File: src/verilog/sadc_pkg.sv
// constants for the successive-approximation converter control block
// assumes a plain register port and an external ladder, comparator and
// sample-and-hold driven by the control outputs
package sadc_pkg;

    // register addresses (byte addresses)
    localparam logic [31:0] SADC_CTRL_A_ADDR   = 32'hFFFFF380;
    localparam logic [31:0] SADC_CTRL_B_ADDR   = 32'hFFFFF382;
    localparam logic [31:0] SADC_RESULT_BASE   = 32'hFFFFF390;
    localparam logic [31:0] SADC_RESULT_STEP   = 32'h00000002;
    localparam logic [31:0] SADC_HIGH_BASE     = 32'hFFFFF3A0;
    localparam logic [31:0] SADC_HIGH_STEP     = 32'h00000001;

    // conversion_control_a fields
    localparam int SADC_A_ENABLE_BIT  = 7;
    localparam int SADC_A_STATUS_BIT  = 6;
    localparam int SADC_A_BUFFER_BIT  = 5;
    localparam int SADC_A_MODE_BIT    = 4;
    localparam int SADC_A_CHAN_LSB    = 0;

    // conversion_control_b fields
    localparam int SADC_B_TIMER_BIT   = 5;
    localparam int SADC_B_FOUR_BIT    = 4;
    localparam int SADC_B_TIME_LSB    = 0;

    // values after reset
    localparam logic [7:0]  SADC_CTRL_A_RESET = 8'h00;
    localparam logic [7:0]  SADC_CTRL_B_RESET = 8'h00;

    // widths
    localparam int SADC_RES_W = 10;
    localparam int SADC_NCH   = 4;

    // cycle counts
    localparam logic [3:0] SADC_START_CLKS  = 4'h3;
    localparam logic [3:0] SADC_SAMPLE_CLKS = 4'h4;
    localparam logic [3:0] SADC_SETTLE_BASE = 4'h1;

    // sequencer states, gray coded along idle-start-sample-convert-store
    typedef enum logic [2:0] {
        SADC_IDLE    = 3'h0,
        SADC_START   = 3'h1,
        SADC_SAMPLE  = 3'h3,
        SADC_CONVERT = 3'h2,
        SADC_STORE   = 3'h6,
        SADC_WAIT    = 3'h4
    } sadc_state_e;

endpackage

File: src/verilog/sadc_top.sv
// control and result registers of a four-channel 10-bit APPROXIMATION_REGISTER converter
// assumes comparator_high is valid and synchronous to sys_clk, and that
// timer_match carries one-cycle compare-match pulses
//
// Functional notes
// approximation register is 10 bits, decided MSB first from comparator.
// after the LSB is decided the value goes to the assigned result slot.
// result slots have no reset; contents undefined until a conversion ends.
// controller picks channel, times sample-and-hold and handles triggers.
// control A is 8 bits; writing it aborts and restarts conversion.
// bit 6 of control A is read-only status; 1 while converting.
// bit 7 of control A enables conversion.
// status bit goes to 1 three clocks after a conversion starts.
// bit 5 of control A picks 1-buffer or 4-buffer storage.
// bit 4 of control A picks scan (0) or select (1) mode.
// channel field picks one channel, or scan range 0 up to field.
// timer 4-trigger scan: field counts triggers; order follows matches.
// timer mode enable enters trigger wait; cleared only by write or reset.
// internal trigger mode: writing enable 1 starts the conversion.
// switch to timer trigger with enable set enters trigger wait at once.
// control B sets time and trigger; writing it aborts and restarts.
// four read-only results; 16-bit word read and upper-byte alias read.
// result word holds 10 value bits; upper six read as zero.
// except 4-buffer mode, channel n result goes to result slot n.
// code is integer of input over reference times 1024 plus one half.
// done pulse after the configured number of conversions.
// 4-buffer select converts one channel four times into slots 0 to 3.
// scan converts channels from 0 upward into matching slots.
// timer mode: each trigger starts one conversion, then back to wait.
// each step drives trial code, waits settling, then samples comparator.
// 1-buffer select stops after each conversion until enable written again.
`timescale 1ns/10ps

module sadc_top
    import sadc_pkg::*;
(
    // clock and reset
    input  wire logic        sys_clk,
    input  wire logic        reset_n,
    // register port
    input  wire logic [31:0] reg_addr,
    input  wire logic [15:0] reg_wdata,
    input  wire logic        reg_write,
    input  wire logic        reg_read,
    output logic      [15:0] reg_rdata,
    // analog front end
    output logic      [1:0]  channel_sel,
    output logic             sample_hold,
    output logic      [9:0]  tap_code,
    input  wire logic        comparator_high,
    // trigger timer compare matches
    input  wire logic [3:0]  timer_match,
    // conversion end event
    output logic             conversion_done_irq
);

    // returns {hit, index} for a group of four registers at base/step
    function automatic logic [2:0] slot_hit(
        input logic [31:0] addr,
        input logic [31:0] base,
        input logic [31:0] step
    );
        logic [2:0] r;
        r = 3'h0;
        for (int i = 0; i < SADC_NCH; i++) begin
            if (addr == base + step * i) begin
                r = {1'b1, i[1:0]};
            end
        end
        return r;
    endfunction

    // control fields
    logic                  enable;
    logic                  buffer_select;
    logic                  mode_select;
    logic [1:0]            channel_field;
    logic                  timer_trigger;
    logic                  four_trigger;
    logic [2:0]            time_sel;
    logic                  converter_status;

    // sequencer
    sadc_state_e           state;
    logic [3:0]            cnt;
    logic [3:0]            bit_idx;
    logic [SADC_RES_W-1:0] approximation_register;
    logic [1:0]            conv_count;
    logic [1:0]            trig_ch;
    logic [1:0]            cur_ch;
    logic [SADC_RES_W-1:0] result_register [SADC_NCH];

    // decode
    logic                  write_a;
    logic                  write_b;
    logic                  new_enable;
    logic                  new_timer;
    logic                  trig_hit;
    logic [1:0]            trig_idx;
    logic [1:0]            next_ch;
    logic [1:0]            dest;
    logic                  last_conv;
    logic [3:0]            settle_clks;
    logic [2:0]            rd_res;
    logic [2:0]            rd_high;
    logic                  ctl_write;
    logic                  store_now;
    logic                  start_done;
    logic                  sample_done;
    logic                  step_done;

    assign write_a = reg_write && (reg_addr == SADC_CTRL_A_ADDR);
    assign write_b = reg_write && (reg_addr == SADC_CTRL_B_ADDR);
    assign new_enable = write_a ? reg_wdata[SADC_A_ENABLE_BIT] : enable;
    assign new_timer  = write_b ? reg_wdata[SADC_B_TIMER_BIT] : timer_trigger;
    assign settle_clks = {1'b0, time_sel} + SADC_SETTLE_BASE;
    assign ctl_write   = write_a || write_b;
    assign store_now   = (state == SADC_STORE) && !ctl_write;
    assign start_done  = (cnt == SADC_START_CLKS - 4'h1);
    assign sample_done = (cnt == SADC_SAMPLE_CLKS - 4'h1);
    assign step_done   = (cnt == settle_clks - 4'h1);

    // trigger source: one match line, or any of four with lowest first
    always_comb begin
        trig_hit = 1'b0;
        trig_idx = 2'h0;
        if (!four_trigger) begin
            trig_hit = timer_match[0];
        end else begin
            for (int i = SADC_NCH - 1; i >= 0; i--) begin
                if (timer_match[i]) begin
                    trig_hit = 1'b1;
                    trig_idx = i[1:0];
                end
            end
        end
    end

    // channel of the coming conversion
    always_comb begin
        if (mode_select) begin
            next_ch = channel_field;
        end else if (timer_trigger && four_trigger) begin
            next_ch = trig_ch;
        end else begin
            next_ch = conv_count;
        end
    end

    // destination slot and end-of-run test
    always_comb begin
        if (mode_select && buffer_select) begin
            // 4-buffer runs fill the slots in order, whatever the channel
            dest      = conv_count;
            last_conv = (conv_count == 2'h3);
        end else if (mode_select) begin
            dest      = cur_ch;
            last_conv = 1'b1;
        end else begin
            dest      = cur_ch;
            last_conv = (conv_count == channel_field);
        end
    end

    // control register A
    always_ff @(posedge sys_clk or negedge reset_n) begin
        if (!reset_n) begin
            enable        <= SADC_CTRL_A_RESET[SADC_A_ENABLE_BIT];
            buffer_select <= SADC_CTRL_A_RESET[SADC_A_BUFFER_BIT];
            mode_select   <= SADC_CTRL_A_RESET[SADC_A_MODE_BIT];
            channel_field <= SADC_CTRL_A_RESET[SADC_A_CHAN_LSB +: 2];
        end else if (write_a) begin
            // status bit is not stored from the write
            enable        <= reg_wdata[SADC_A_ENABLE_BIT];
            buffer_select <= reg_wdata[SADC_A_BUFFER_BIT];
            mode_select   <= reg_wdata[SADC_A_MODE_BIT];
            channel_field <= reg_wdata[SADC_A_CHAN_LSB +: 2];
        end
    end

    // control register B
    always_ff @(posedge sys_clk or negedge reset_n) begin
        if (!reset_n) begin
            timer_trigger <= SADC_CTRL_B_RESET[SADC_B_TIMER_BIT];
            four_trigger  <= SADC_CTRL_B_RESET[SADC_B_FOUR_BIT];
            time_sel      <= SADC_CTRL_B_RESET[SADC_B_TIME_LSB +: 3];
        end else if (write_b) begin
            timer_trigger <= reg_wdata[SADC_B_TIMER_BIT];
            four_trigger  <= reg_wdata[SADC_B_FOUR_BIT];
            time_sel      <= reg_wdata[SADC_B_TIME_LSB +: 3];
        end
    end

    // conversion sequencer
    always_ff @(posedge sys_clk or negedge reset_n) begin
        if (!reset_n) begin
            state                  <= SADC_IDLE;
            cnt                    <= 4'h0;
            bit_idx                <= 4'h0;
            approximation_register <= '0;
            conv_count             <= 2'h0;
            trig_ch                <= 2'h0;
            cur_ch                 <= 2'h0;
            converter_status       <= 1'b0;
            conversion_done_irq    <= 1'b0;
        end else begin
            conversion_done_irq <= 1'b0;
            if (ctl_write) begin
                // any control write drops the running conversion
                converter_status <= 1'b0;
                conv_count       <= 2'h0;
                cnt              <= 4'h0;
                if (!new_enable) begin
                    state <= SADC_IDLE;
                end else if (new_timer) begin
                    state <= SADC_WAIT;
                end else begin
                    state <= SADC_START;
                end
            end else begin
                unique case (state)
                    SADC_IDLE: begin
                        converter_status <= 1'b0;
                    end

                    SADC_WAIT: begin
                        // matches outside the wait state are not heard
                        if (trig_hit) begin
                            trig_ch <= trig_idx;
                            cnt     <= 4'h0;
                            state   <= SADC_START;
                        end
                    end

                    SADC_START: begin
                        if (start_done) begin
                            converter_status <= 1'b1;
                            cur_ch           <= next_ch;
                            cnt              <= 4'h0;
                            state            <= SADC_SAMPLE;
                        end else begin
                            cnt <= cnt + 4'h1;
                        end
                    end

                    SADC_SAMPLE: begin
                        if (sample_done) begin
                            cnt     <= 4'h0;
                            bit_idx <= 4'(SADC_RES_W - 1);
                            approximation_register <= 10'h200;
                            state   <= SADC_CONVERT;
                        end else begin
                            cnt <= cnt + 4'h1;
                        end
                    end

                    SADC_CONVERT: begin
                        if (step_done) begin
                            cnt <= 4'h0;
                            if (!comparator_high) begin
                                approximation_register[bit_idx]
                                    <= 1'b0;
                            end
                            if (bit_idx == 4'h0) begin
                                state <= SADC_STORE;
                            end else begin
                                bit_idx <= bit_idx - 4'h1;
                                approximation_register[bit_idx - 4'h1]
                                    <= 1'b1;
                            end
                        end else begin
                            cnt <= cnt + 4'h1;
                        end
                    end

                    SADC_STORE: begin
                        // timer runs go back to waiting after every result
                        cnt <= 4'h0;
                        if (last_conv) begin
                            conversion_done_irq <= 1'b1;
                            conv_count          <= 2'h0;
                        end else begin
                            conv_count <= conv_count + 2'h1;
                        end
                        if (timer_trigger) begin
                            converter_status <= 1'b0;
                            state            <= SADC_WAIT;
                        end else if (last_conv) begin
                            converter_status <= 1'b0;
                            state            <= SADC_IDLE;
                        end else begin
                            state <= SADC_START;
                        end
                    end

                    // only the two unused state codes land here
                    default: begin
                        converter_status <= 1'b0;
                        state            <= SADC_IDLE;
                    end
                endcase
            end
        end
    end

    // result slots carry no reset
    always_ff @(posedge sys_clk) begin
        // a control write in the store cycle drops the result
        if (store_now) begin
            result_register[dest] <= approximation_register;
        end
    end

    assign rd_res  = slot_hit(reg_addr, SADC_RESULT_BASE, SADC_RESULT_STEP);
    assign rd_high = slot_hit(reg_addr, SADC_HIGH_BASE, SADC_HIGH_STEP);

    // read data, one cycle after the strobe; unmapped reads give zero
    always_ff @(posedge sys_clk or negedge reset_n) begin
        if (!reset_n) begin
            reg_rdata <= 16'h0000;
        end else if (reg_read) begin
            if (reg_addr == SADC_CTRL_A_ADDR) begin
                reg_rdata <= {8'h00, enable, converter_status,
                              buffer_select, mode_select, 2'b00,
                              channel_field};
            end else if (reg_addr == SADC_CTRL_B_ADDR) begin
                reg_rdata <= {8'h00, 2'b00, timer_trigger, four_trigger,
                              1'b0, time_sel};
            end else if (rd_res[2]) begin
                reg_rdata <= {6'h00,
                              result_register[rd_res[1:0]]};
            end else if (rd_high[2]) begin
                reg_rdata <= {8'h00,
                              result_register[rd_high[1:0]][9:2]};
            end else begin
                reg_rdata <= 16'h0000;
            end
        end else begin
            reg_rdata <= 16'h0000;
        end
    end

    assign channel_sel = cur_ch;
    assign sample_hold = (state == SADC_SAMPLE);
    assign tap_code    = approximation_register;

endmodule // sadc_top
File: config.mk
export PLATFORM = sky130hd
export DESIGN_NAME = sadc_top
export DESIGN_NICKNAME = d
export VERILOG_FILES = /design/src/verilog/sadc_pkg.sv /design/src/verilog/sadc_top.sv
export SDC_FILE = /design/constraint.sdc
export NUM_CORES = 1
export LEC_CHECK = 0
export ABC_AREA = 1
export BUFFER_PORTS_ARGS = -buffer_cell sky130_fd_sc_hd__buf_2
export CAP_MARGIN = 20
export CORE_ASPECT_RATIO = 0.75
export CORE_MARGIN = 2
export CORE_UTILIZATION = 50
export CTS_CLUSTER_SIZE = 12
export DETAILED_ROUTE_END_ITERATION = 8
export MAX_ROUTING_LAYER = met4
export PLACE_DENSITY = 0.72
export SYNTH_ARGS = -nofsm -noshare
export SYNTH_HDL_FRONTEND = slang
export SYNTH_SLANG_ARGS = --single-unit
export TNS_END_PERCENT = 10
File: constraint.sdc
create_clock -name sys_clk -period 2.5 [get_ports sys_clk]
set_input_delay 0.25 -clock sys_clk [delete_from_list [all_inputs] [get_ports sys_clk]]
set_output_delay 0.25 -clock sys_clk [all_outputs]
set_load 0.02 [all_outputs]
# Word level (Yosys, flattened, before mapping)
# Memory sizes are Yosys's and may differ from the RTL's.
# Index checks and enable logic that the tools add are counted.
# word_totals
wordCells	160
mem_count	1
romBits	0
output_inout_bits	30
mem_bits_rw	40
latch_bits	0
input_bits	57
register_bits	55
# memory_table
memory	depth	word_bits	read_ports	rd_ports_with_merged_regs	wr	line	source
result_register	4	10	2	0	1	sadc_top.sv:91	logic [SADC_RES_W-1:0] result_register [SADC_NCH];
# classes
add_sub_neg	5
div	0
eq_ne	31
bitwise	4
reduce_logical	22
mul	0
mux	76
shifts	0
magnitude_cmp	4
# op_table
op	count
32-bit equality test, second input constant	10
10-bit 2-to-1 mux	10
3-bit 2-to-1 mux	17
4-bit 2-to-1 mux	8
2-bit 2-to-1 mux	11
1-bit 2-to-1 mux	21
10-bit case mux with 2 select lines	1
4-bit case mux with 5 select lines	1
3-bit case mux with 6 select lines	1
16-bit 2-to-1 mux	1
3-bit != test, second input constant	4
10-bit bitwise AND	1
4-bit by 5-bit < comparator with 1-bit output, second input constant	2
10-bit NOT	1
10-bit OR	1
3-bit AND reduction	3
1-bit demux with 4-bit select	2
4-bit by 2-bit equality test with 1-bit output, second input constant	2
4-bit by 1-bit greater-or-equal comparator with 1-bit output, second input constant	2
8-bit 2-to-1 mux	1
4-bit case mux with 2 select lines	1
4-bit by 1-bit subtractor with 4-bit output, second input constant	2
1-bit logical AND	7
3-bit by 2-bit equality test with 1-bit output, second input constant	2
other kinds (25)	30

# Logic depth before layout (Yosys ltp)
# logic_depth
ltp_word	14
ltp_mapped	15
depth_no_buf	14

# Least setup slack after synthesis
# Ideal clock, no wire load.
# synth_timing
path_kind	input -> register
start	input port reg_addr[1]
end	memory result_register[1][0], enable pin
required_time_ps	2110
setup_time_ps	390
setup_slack_ps	308
cell_stages	11
n_path_buf	1
t_arrival_ps	1802
path_cell_list	buf_6 -> inv_6 -> nand2_4 -> nor3_4 -> inv_2 -> nor3_4 -> nand3_4 -> nand2_4 -> inv_4 -> nand2_1 -> nor3_1
# synth_between
elab_chain_cells	7
word_cells_on_any_way	9
cone_classes	eq/ne: 2; mux: 2; reduce/logical: 5
# synth_rtl
item	line	source
start, declared	sadc_top.sv:41	input wire logic [31:0] reg_addr,
32-bit equality test, on equally long branches	sadc_top.sv:112, sadc_top.sv:113	
1-bit logical AND, on equally long branches	sadc_top.sv:112, sadc_top.sv:113	
1-bit logical OR *	sadc_top.sv:117	assign ctl_write = write_a || write_b;
1-bit logical NOT *	sadc_top.sv:118	assign store_now = (state == SADC_STORE) && !ctl_write;
1-bit logical AND *	sadc_top.sv:118	
1-bit 2-to-1 mux *	sadc_top.sv:309	if (store_now) begin
1-bit 2-to-1 mux (not written as such) *	sadc_top.sv:310	result_register[dest] <= approximation_register;
end, declared	sadc_top.sv:91	
# Every way passes the cells marked *; elsewhere a longest branch is shown, timed or not.

# Worst setup path after layout
# layout_timing
start	register bit_idx[0]
end	register state[1]
# layout_between
elab_chain_cells	3
# layout_rtl
item	line	source
start, declared	sadc_top.sv:86	logic [3:0] bit_idx;
start signal, assigned	sadc_top.sv:249	bit_idx <= 4'(SADC_RES_W - 1);
start signal, assigned	sadc_top.sv:267	bit_idx <= bit_idx - 4'h1;
4-bit logical NOT	sadc_top.sv:264	if (bit_idx == 4'h0) begin
3-bit != test (no source line)	-	
6-bit AND reduction (no source line)	-	
end signal, assigned	sadc_top.sv:265	state <= SADC_STORE;
end signal, assigned	sadc_top.sv:287	state <= SADC_WAIT;
end signal, assigned	sadc_top.sv:290	state <= SADC_IDLE;
end, declared	sadc_top.sv:84	sadc_state_e state;
# Every way passes these cells.
# A chain may end at the register's enable or synchronous reset.

==> reports/results.ini <==
[grt]
grt.overflow.total=0
grt_pass1_wl_um=20500
grt_max_degree=30
grt_antenna_before_repair=0
grt_pass1_vias=4281
grt_usage=0.236

[clock_tree]
h-tree-depth=3
cts_buffers=9
clk_latency_ps=330
postCtsSetupBuffers=0
clock-sinks=89
clk_pin_slew_ps=60
cts_resized=0
cts.path.max_buffers=2
cts_hold_buf=1
cts_tree=done
clk_root_buffer_cell=clkbuf_16

[timing]
setup_viol=0
fin_ws_ps=397
hold_violations=0
setup_tns_ps=0
slew_viol_final=0
fin_crit_sh=0.841
finalClockSkew_ps=10.2
rsz0062_at_grt=false
fin_crit_ps=2100
fmax_mhz=475

[routing]
vias=4673
final_antenna_net_count=0
routedWlPerCell_um=14.4
avgViaCountPerCell=5.28
drc=0
drt_iter0_drc=355
firstDrtPassIters=5
wl_um=12700

[floorplan]
ios=87
rows=32
die_w_um=123
die_y_um=93.6
coreArea_mm2=0.0104
initial_core_util=0.516
dieArea_mm2=0.0116

[power_and_ir_drop]
pwr-share-comb=0.043
p_int_w=0.00243
swShare=0.201
pwr-share-seq=0.499
power_frac_clock=0.457
netSwitchingPower_w=0.000613
power.total_w=0.00305
vdd_drop_max_mv=0.380
p_leak_nw=2.97
power_density_mw_per_mm2=496

[worst_setup_path]
cp_max_fo=6
endpoint_kind=register
crit_chain=inv_1 > ha_1 > inv_1 > nor2_1 > inv_1 > nand2_1 > nand3_1 > o21ai_0 > nand2_1 > nand2_1 > o21ai_1
timing.critical_path.required_ps=2720
rrSetupSlack_ps=400
slowest_stage=dfrtp_1
cp_data_arrival_time_ps=2320
path_class=reg -> reg
path_buf_inv=3
path_delay_family=simple AND/OR/NAND/NOR gates
crit_path_start_kind=register
slowest_delay_ps=440
timing.rr.start=bit_idx[0]
timing.rr.end=state[1]
rr_worst_depth=11

[min_path]
holdPathStages=2
hp-class=in -> reg
min_from=reg_wdata[2]
holdPathEnd=time_sel[2]

[yosys]
yosysSeqAreaShare=0.453
postSynthRegisterBits=89
synth_fa_ha_area_frac=0.0210
netlist_instances=664
synth.distinct_cells=46
syn_area_per_cell_um2=8.06
synthMuxAreaShare=0.00421
synth-simple-area-share=0.288
synth_top_family_by_area=simple AND/OR/NAND/NOR gates
synth_compound_area_frac=0.132
synth_xor_area_frac=0.00982
syn-cell-area_mm2=0.00535
ys_warn_count=0

[final_layout]
final_layout_size_suffix_gt1_frac=0.200
diodes=0
fillers=912
syn_to_final_growth_pct=14.8
mostFrequentLayoutCells=nand2_1, inv_1, buf_2, nor2_1, dfrtp_1
register_area_mm2=0.00243
multi_input_comb_area_mm2=0.00246
finalInstanceArea_mm2=0.00615
final_common_cell=nand2_1
nets=810

[placement]
dp_hpwl_um=9670
place_ws_ps=243
place_area_mm2=0.00583
place_congestion=0.943
port_buffers=70

[run]
drv_cap=0

[status]
status=complete, no violations

[through the flow]
step           instances  utilization  hold WS [ps]
4_1_cts              885        0.593           156
3_5_place_dp         868        0.562           241
6_report             885        0.593           160
5_1_grt              885        0.593           158
2_1_floorplan        669            -         -45.6
3_3_place_gp         868        0.562           235
[worst reg2reg max path, stage by stage, from the launching register on]
cell and delay [ps]:
dfrtp_1 440, inv_1 150, ha_1 220, inv_1 110
nor2_1 300, inv_1 150, nand2_1 140, nand3_1 90
o21ai_0 150, nand2_1 120, nand2_1 70, o21ai_1 60
[how the worst max path moves through the flow]
stage / start / end / cells past startpoint
floorplan: reg_addr[1] / result_register[1][0] / 11
global placement: reg_addr[1] / result_register[1][5] / 12
detailed placement: reg_addr[1] / result_register[3][6] / 12
CTS: bit_idx[0] / state[1] / 11
global route: bit_idx[0] / state[1] / 11
finish: bit_idx[0] / state[1] / 11
[registers in the layout (all words and copies together), names as in the netlist, 2 cells and up]
name and flops:
result_register 40, trig_ch 2, channel_sel 2, channel_field 2, bit_idx 4, reg_rdata 10, tap_code 10, time_sel 3
conv_count 2, cnt 4, state 3
[power groups by stage]
stage / logic, W / registers, W / clock network [W]
after global placement: 0.000125 / 0.00155 / 0
after global routing: 0.000148 / 0.00152 / 0.00148
after detailed placement: 0.000131 / 0.00155 / 0
final: 0.000132 / 0.00152 / 0.00139
after floorplan: 0.0000629 / 0.00155 / 0
after CTS: 0.000132 / 0.00152 / 0.00141
[synthesized netlist by cell type (all sizes together)]
cell type / count / area, µm²
clkinv: 2 / 7.51
o31ai: 8 / 60.1
a31oi: 2 / 12.5
o22ai: 2 / 12.5
a211oi: 2 / 15.0
conb: 1 / 3.75
dfrtp: 49 / 1230
or2: 3 / 18.8
o2111ai: 1 / 8.76
nor2: 63 / 287
o22a: 1 / 8.76
o211ai: 7 / 57.6
edfxtp: 40 / 1200
nand2: 190 / 754
o21ai: 69 / 387
nor3b: 1 / 7.51
clkbuf: 2 / 7.51
a21oi: 26 / 130
mux2: 2 / 22.5
nor3: 14 / 109
ha: 9 / 113
nand3: 54 / 333
xor2: 6 / 52.6
inv: 88 / 338
nand4: 5 / 31.3
a22oi: 2 / 15.0
buf: 15 / 135
[cells by family after synthesis]
| logic type | count (synthesis) |
|---|---|
| other cells | 1 |
| fa+ha+maj | 9 |
| flops | 89 |
| simple gates | 330 |
| compound gates | 120 |
| buf+inv | 107 |
| xor+xnor | 6 |
| mux | 2 |
[layout make-up]
cell class | instances | share of cell area
well taps | 136 | 0.0277
flip-flops and latches | 89 | 0.395
repair buffers | 81 | 0.0708
clock buffers | 10 | 0.0372
multi-input cells | 473 | 0.400
inverters | 90 | 0.0562
clock inverters | 6 | 0.0134
[layer usage]
layer / GRT usage / part of all wire / vias to the layer above
met2: 0.352 / 0.45 / 158
met3: 0.0433 / 0.066 / 17
li1: - / - / 2338
met4: 0.0682 / 0.014 / 0
met5: - / 0 / -
met1: 0.330 / 0.47 / 2160
(Power assumes the default switching activity.)
